==> config.mk <==
export PLATFORM = sky130hd
export DESIGN_NAME = mcd_top
export DESIGN_NICKNAME = d
export VERILOG_FILES = /design/src/include/mcd_pkg.sv /design/src/rtl/mcd_phase_cnt.sv /design/src/rtl/mcd_top.sv
export SDC_FILE = /design/constraint.sdc
export NUM_CORES = 1
export LEC_CHECK = 0
export BUFFER_PORTS_ARGS = -buffer_cell sky130_fd_sc_hd__buf_2
export CAP_MARGIN = 20
export CORE_UTILIZATION = 48
export CTS_CLUSTER_DIAMETER = 120
export DETAILED_ROUTE_END_ITERATION = 10
export GPL_TIMING_DRIVEN = 0
export PLACE_DENSITY = 0.78
export SYNTH_ARGS = -nofsm -noshare
export SYNTH_HDL_FRONTEND = slang
export SYNTH_SLANG_ARGS = --single-unit
export TNS_END_PERCENT = 1
==> constraint.sdc <==
create_clock -name pclk -period 2.35 [get_ports pclk]
set_input_delay 0.235 -clock pclk [delete_from_list [all_inputs] [get_ports pclk]]
set_output_delay 0.235 -clock pclk [all_outputs]
set_load 0.05 [all_outputs]
==> src/include/mcd_pkg.sv <==
package mcd_pkg;

  // Clock and machine-cycle timing
  localparam int MCD_CLK_PERIOD_NS = 10;
  localparam int MCD_STD_CLKS = 12;
  localparam int MCD_DBL_CLKS = 6;
  localparam int MCD_PHASE_W = 4;

  // APB geometry
  localparam int MCD_ADDR_W = 12;
  localparam int MCD_DATA_W = 32;

  // Register indices; byte address is four times the index
  localparam logic [9:0] MCD_CTRL_IDX = 10'h001;
  localparam logic [9:0] MCD_MCYC_IDX = 10'h002;
  localparam logic [9:0] MCD_FSTAT_IDX = 10'h0B6;

  // Control register fields
  localparam int MCD_CTRL_CNT_EN_BIT = 0;
  localparam int MCD_CTRL_CLR_BIT = 1;
  localparam logic MCD_CTRL_CNT_EN_RST = 1'b0;

  // Flash status register fields and width
  localparam int MCD_FSTAT_W = 8;
  localparam int MCD_FSTAT_SIX_CLK_BIT = 3;
  localparam int MCD_FSTAT_ZERO_BIT = 2;

  // Machine-cycle mode, one-hot
  typedef enum logic [1:0] {
    MCD_MODE_STD = 2'b01,
    MCD_MODE_DBL = 2'b10
  } mcd_mode_t;

  // APB request from the master
  typedef struct packed {
    logic psel;
    logic penable;
    logic pwrite;
    logic [MCD_ADDR_W-1:0] paddr;
    logic [MCD_DATA_W-1:0] pwdata;
  } mcd_apb_req_t;

  // APB answer to the master
  typedef struct packed {
    logic pready;
    logic pslverr;
    logic [MCD_DATA_W-1:0] prdata;
  } mcd_apb_rsp_t;

endpackage

==> src/rtl/mcd_phase_cnt.sv <==
`timescale 1ns/1ps
`default_nettype none
module mcd_phase_cnt #(
  parameter int STD_CLKS = mcd_pkg::MCD_STD_CLKS,
  parameter int DBL_CLKS = mcd_pkg::MCD_DBL_CLKS
)
(
  // Clock and reset
  input wire logic pclk,
  input wire logic presetn,
  // Mode in force for the running machine cycle
  input wire logic double_mode,
  // Machine-cycle position
  output logic [mcd_pkg::MCD_PHASE_W-1:0] phase,
  output logic mc_tick
);
  import mcd_pkg::*;

  typedef struct packed {
    logic [MCD_PHASE_W-1:0] phase;
  } mcd_pc_st_t;

  mcd_pc_st_t st_r;
  mcd_pc_st_t st_nxt;
  logic [MCD_PHASE_W-1:0] last_phase;

  // Refuse lengths the phase counter cannot hold
  if (DBL_CLKS < 1 || DBL_CLKS >= STD_CLKS || STD_CLKS > 16)
  begin : g_bad_len
    $error("mcd_phase_cnt: unsupported machine-cycle lengths");
  end

  // Last oscillator clock of the cycle for the selected mode
  assign last_phase = double_mode ? MCD_PHASE_W'(DBL_CLKS - 1)
                                  : MCD_PHASE_W'(STD_CLKS - 1);
  assign mc_tick = (st_r.phase == last_phase);
  assign phase = st_r.phase;

  // Phase advances on every oscillator clock and wraps at cycle end
  always_comb
  begin
    st_nxt = st_r;
    if (mc_tick)
    begin
      st_nxt.phase = '0;
    end
    else
    begin
      st_nxt.phase = st_r.phase + MCD_PHASE_W'(1);
    end
  end

  always_ff @(posedge pclk or negedge presetn)
  begin
    if (!presetn)
    begin
      st_r <= '0;
    end
    else
    begin
      st_r <= st_nxt;
    end
  end
endmodule
`default_nettype wire

==> src/rtl/mcd_top.sv <==
// Function
// Out of reset and unless configured, a machine cycle is 12 clocks.
// With double mode configured, a machine cycle is 6 clocks.
// Only the programmer or in-application programming enables double mode.
// Flash status bit 3 reads one while six-clock mode is active.
// Doubling applies only while the external access pin is high.
// Oscillator output pin carries the undoubled oscillator at all times.
// Flash status has bit 2 zero after reset; no bit addressing.
// Machine-cycle counters advance once per machine cycle of the mode.
`timescale 1ns/1ps
`default_nettype none
module mcd_top #(
  parameter int STD_CLKS = mcd_pkg::MCD_STD_CLKS,
  parameter int DBL_CLKS = mcd_pkg::MCD_DBL_CLKS
)
(
  // Clock and reset
  input wire logic pclk,
  input wire logic presetn,
  // APB slave
  input wire mcd_pkg::mcd_apb_req_t apb_req,
  output mcd_pkg::mcd_apb_rsp_t apb_rsp,
  // Oscillator pins
  input wire logic osc_in,
  output logic oscillator_output_pin,
  // Mode configuration sources
  input wire logic nv_double_strap,
  input wire logic prog_cfg_wr,
  input wire logic prog_cfg_double,
  input wire logic external_access_pin,
  // Machine-cycle outputs
  output logic machine_cycle_tick,
  output logic six_clock_mode_flag
);
  import mcd_pkg::*;

  typedef struct packed {
    logic cfg_loaded;
    logic cfg_double;
    mcd_mode_t mode;
    logic cnt_en;
    logic [MCD_DATA_W-1:0] mcyc;
    logic [MCD_DATA_W-1:0] rdata;
    logic rerr;
    logic [MCD_PHASE_W-1:0] gap;
  } mcd_top_st_t;

  mcd_top_st_t st_r;
  mcd_top_st_t st_nxt;
  logic mc_tick;
  logic [MCD_PHASE_W-1:0] mc_phase;
  logic setup;
  logic access;
  logic wr_en;
  logic [9:0] idx;
  logic dbl_req;
  logic clr_req;
  logic [MCD_FSTAT_W-1:0] fstat_val;

  // Machine-cycle sequencer
  mcd_phase_cnt #(
    .STD_CLKS(STD_CLKS),
    .DBL_CLKS(DBL_CLKS)
  ) i_mcd_phase_cnt (
    .pclk(pclk),
    .presetn(presetn),
    .double_mode(st_r.mode == MCD_MODE_DBL),
    .phase(mc_phase),
    .mc_tick(mc_tick)
  );

  // Bus phase decode; byte address is index times four
  assign setup = apb_req.psel && !apb_req.penable;
  assign access = apb_req.psel && apb_req.penable;
  assign wr_en = access && apb_req.pwrite;
  assign idx = apb_req.paddr[MCD_ADDR_W-1:2];
  assign clr_req = wr_en && (idx == MCD_CTRL_IDX)
                   && apb_req.pwdata[MCD_CTRL_CLR_BIT];

  // Doubling only runs from internal memory, so the pin gates it
  assign dbl_req = st_r.cfg_double && external_access_pin;

  // Flash status image: only the mode flag is live, bit 2 held low
  always_comb
  begin
    fstat_val = '0;
    fstat_val[MCD_FSTAT_SIX_CLK_BIT] = (st_r.mode == MCD_MODE_DBL);
    fstat_val[MCD_FSTAT_ZERO_BIT] = 1'b0;
  end

  // Whole-block next state
  always_comb
  begin
    st_nxt = st_r;
    // Strap is caught on the first edge after reset release, never in it
    if (!st_r.cfg_loaded)
    begin
      st_nxt.cfg_loaded = 1'b1;
      st_nxt.cfg_double = nv_double_strap;
    end
    else if (prog_cfg_wr)
    begin
      st_nxt.cfg_double = prog_cfg_double;
    end
    // Switch only on a cycle boundary so no cycle is cut short
    if (mc_tick)
    begin
      st_nxt.mode = dbl_req ? MCD_MODE_DBL : MCD_MODE_STD;
    end
    // Clock gap helper, a separate count cleared on each sequencer tick
    st_nxt.gap = mc_tick ? '0 : st_r.gap + MCD_PHASE_W'(1);
    // Counter ticks once per machine cycle; a clear wins over a tick
    if (clr_req)
    begin
      st_nxt.mcyc = '0;
    end
    else if (st_r.cnt_en && mc_tick)
    begin
      st_nxt.mcyc = st_r.mcyc + 32'h0000_0001;
    end
    if (wr_en && (idx == MCD_CTRL_IDX))
    begin
      st_nxt.cnt_en = apb_req.pwdata[MCD_CTRL_CNT_EN_BIT];
    end
    // Read data and error are prepared in the setup cycle
    if (setup)
    begin
      st_nxt.rdata = '0;
      st_nxt.rerr = 1'b0;
      if (idx == MCD_FSTAT_IDX)
      begin
        st_nxt.rdata[MCD_FSTAT_W-1:0] = fstat_val;
        st_nxt.rerr = apb_req.pwrite; // read-only
      end
      else if (idx == MCD_CTRL_IDX)
      begin
        st_nxt.rdata[MCD_CTRL_CNT_EN_BIT] = st_r.cnt_en;
      end
      else if (idx == MCD_MCYC_IDX)
      begin
        st_nxt.rdata = st_r.mcyc;
        st_nxt.rerr = apb_req.pwrite;
      end
      else
      begin
        st_nxt.rerr = 1'b1;
      end
    end
  end

  // State register
  always_ff @(posedge pclk or negedge presetn)
  begin
    if (!presetn)
    begin
      st_r.cfg_loaded <= 1'b0;
      st_r.cfg_double <= 1'b0;
      st_r.mode <= MCD_MODE_STD;
      st_r.cnt_en <= MCD_CTRL_CNT_EN_RST;
      st_r.mcyc <= 32'h0000_0000;
      st_r.rdata <= 32'h0000_0000;
      st_r.rerr <= 1'b0;
      st_r.gap <= 4'h0;
    end
    else
    begin
      st_r <= st_nxt;
    end
  end

  // Zero-wait answer in the access phase
  assign apb_rsp.pready = access;
  assign apb_rsp.pslverr = access && st_r.rerr;
  assign apb_rsp.prdata = st_r.rdata;

  // Crystal output is never doubled
  assign oscillator_output_pin = osc_in;
  assign machine_cycle_tick = mc_tick;
  assign six_clock_mode_flag = (st_r.mode == MCD_MODE_DBL);
endmodule
`default_nettype wire

==> metrics.txt <==
most common cell after layout, fill and taps aside dfrtp_1; CTS tree done; clock period minus final worst setup slack around 2.3 ns; average size of a mapped cell between 10 and 15 µm²; Netlist Area Pre-Place roughly 3700 µm²; Slew HR roughly 40%; n_diodes 0; RD Place Congestion 0.8341; reg-to-reg critical path endpoint st_r[64]; RSZ-0062 raised after global routing true; number of routed nets with antenna violations 0; Die X ~89 µm; initial antenna violation count 0; first-pass GRT wire length about 13,000 µm; CP Capture Type flip-flop; Port Buffers between 50 and 60; Sequential Area 1854 µm²; WS Path Type reg2reg; register area share after synthesis between 50% and 60%; reg2reg setup slack around 0.016 ns; initial drt markers 170; Power per Cell Area about 650 nW/µm²; nets 484; synth warn 0; post-synthesis register bit count 74; Overall Power between 2 and 3 mW; Synthesized Nets 416; Initial Util between 50% and 60%; Post-route DRC 0; grt ovf 0; Gate Count Post-Synth 360; routed vias roughly 2,900; drt pass-1 iters 4; CTS Sinks 74; hold crit path type in2async; Clock Tree Buf Depth 2; R2R cell count 6; core area around 7300 µm²; CP max FO 6; Peak VDD IR between 0.3 and 0.4 mV; vias in the first global route 2,698; CTS clk-pin slew, worst paths 0.07 ns; fillcell total between 600 and 700; total CTS buffers 9; period utilization between 90% and 100%; fmax 0.4285 GHz; Setup crit start kind flip-flop; routed vias/inst around 5.4; Post-Route Skew 0.006261 ns; # rows 31; Leak 2.077 nW; multi-input logic area 1481 µm²; H-tree levels 3; Critical Path RT approximately 2.6 ns; final-report hold violation count 0; # IOs between 90 and 100; number of hold buffers added after cts 0; post-layout util roughly 59%; status completed; FF-to-FF Start st_r[41]; root buffer cell clkbuf_8; Worst Tran Pin Value approximately 0.9 ns; fin area ~4300 µm²; drt wl/cell ~15 µm; layout cells sized above 1 a little over a quarter; most frequent cells in the layout dfrtp_1, buf_2, nor2_1, buf_4, a22o_1; Netlist cell types 46; Area Overhead vs Synth 17.51%; worst skew pair latency roughly 0.35 ns; Post-DP Area slightly above 4000 µm²; Detailed Place HPWL 5389 µm; GRT Overall Usage 22.12%; fin. max-slew vios 0; critical path arrival around 2.6 ns; die area 8004 µm²; wirelength, routed slightly below 8000 µm; setup violators final 0; max_cap viols 0; pin count of the biggest net entering global routing 75; Die Ht 89.47 µm
-- area by class of cell --
| type | instances | share of cell area, % |
|---|---|---|
| Multi-Input combinational cell | 222 | 34.33 |
| Clock buffer | 13 | 3.450 |
| Clock inverter | 3 | 0.9278 |
| Inverter | 7 | 0.6089 |
| Timing Repair Buffer | 57 | 6.669 |
| Tap cell | 99 | 2.870 |
| Buffer | 57 | 8.176 |
| Sequential cell | 74 | 42.97 |
-- synthesized netlist by cell type, drive strengths merged --
cell type / instances / share of area (%)
dfstp: 1 / 0.72
nor2: 37 / 3.8
xor2: 2 / 0.48
and3b: 1 / 0.24
and2: 4 / 0.68
a31o: 1 / 0.24
inv: 6 / 0.61
nor4: 19 / 3.2
conb: 1 / 0.10
nand3b: 1 / 0.20
nor3b: 1 / 0.20
clkbuf: 18 / 1.8
o31ai: 1 / 0.20
nand2: 16 / 1.6
nand2b: 2 / 0.34
mux2i: 2 / 0.55
a21oi: 5 / 0.68
nor4bb: 2 / 0.55
a32oi: 1 / 0.24
ha: 2 / 0.68
mux2: 1 / 0.31
nor4b: 1 / 0.24
or4: 2 / 0.41
nand3: 17 / 2.3
dfrtp: 73 / 50
nor2b: 3 / 0.51
o21a: 2 / 0.41
buf: 39 / 7.6
o211ai: 1 / 0.20
and4: 5 / 1.2
nor3: 7 / 0.95
a32o: 1 / 0.27
nand4: 11 / 1.9
a22oi: 1 / 0.20
o21ai: 1 / 0.14
clkinv: 1 / 0.10
or3: 1 / 0.17
o221ai: 1 / 0.24
o41ai: 1 / 0.24
and3: 9 / 1.5
or4b: 1 / 0.27
a22o: 30 / 7.2
xnor2: 27 / 6.4
nand4b: 1 / 0.24
-- kinds of logic after synthesis --
family          Yosys count  share of synthesized area [%]
buf+inv                  64                          10.19
flops                    74                          50.46
simple gates            141                          20.58
compound gates           46                          10.22
mux                       3                         0.8518
other cells               1                         0.1021
xor+xnor                 29                          6.917
fa+ha+maj                 2                         0.6813
-- sequential cells by signal (all words and copies together) (netlist names) --
signal	flops
st_r	38
apb_rsp	32
i_mcd_phase_cnt.phase	4
-- power breakdown --
part           leakage (nW)  switching (mW)  internal (mW)  total, mW
clock network        0.0974           0.450          0.518      0.967
logic                  1.14           0.305          0.165      0.470
registers             0.841          0.0555           1.33       1.39
total                  2.08           0.811           2.01       2.82
-- worst max path at each step --
stage	start	endpoint	slack, ns	cells after the start
finish	st_r[41]	st_r[64]	0.02	6
global route	st_r[39]	st_r[59]	-0.07	8
CTS	st_r[39]	st_r[64]	0.03	7
detailed placement	st_r[40]	st_r[61]	-0.04	7
global placement	st_r[53]	st_r[67]	-0.008	6
floorplan	st_r[39]	st_r[64]	0.20	7
-- critical path, cell delays in order, from the launching register on --
cell and delay, ns:
dfrtp_1 0.44, nand4_1 0.16, or4_1 0.52, buf_4 0.18
or3_1 0.38, or4_1 0.44, a21oi_2 0.15
-- through the flow --
stage / setup WS, ns / TNS [ns] / hold WS, ns / instances
3_5_place_dp: -0.04096 / -0.08359 / 0.4232 / 516
5_1_grt: -0.07499 / -0.3948 / 0.09230 / 532
6_report: 0.01627 / 0 / 0.01928 / 532
4_1_cts: 0.03107 / 0 / 0.04058 / 532
3_3_place_gp: -0.008481 / -0.008481 / 0.4252 / 516
2_1_floorplan: 0.1955 / 0 / -0.06059 / 360
-- metal layers --
metal  track usage (%)  wire, µm  up-vias
met2             35.95      3765       94
met5                 0         0        -
li1                  -         -     1390
met1             28.76      3507     1386
met4             9.524       114        0
met3             4.617       412       12
-- repair_timing --
| action | CTS | global route |
|---|---|---|
| pin swaps | 0 | 1 |
| endpoints found under the hold margin | 0 | 0 |
| gates resized for setup | 3 | 9 |
| setup endpoints to repair | 3 | 21 |
| buffers inserted | 0 | 0 |
Note: power is estimated with default switching activity, not from simulation.
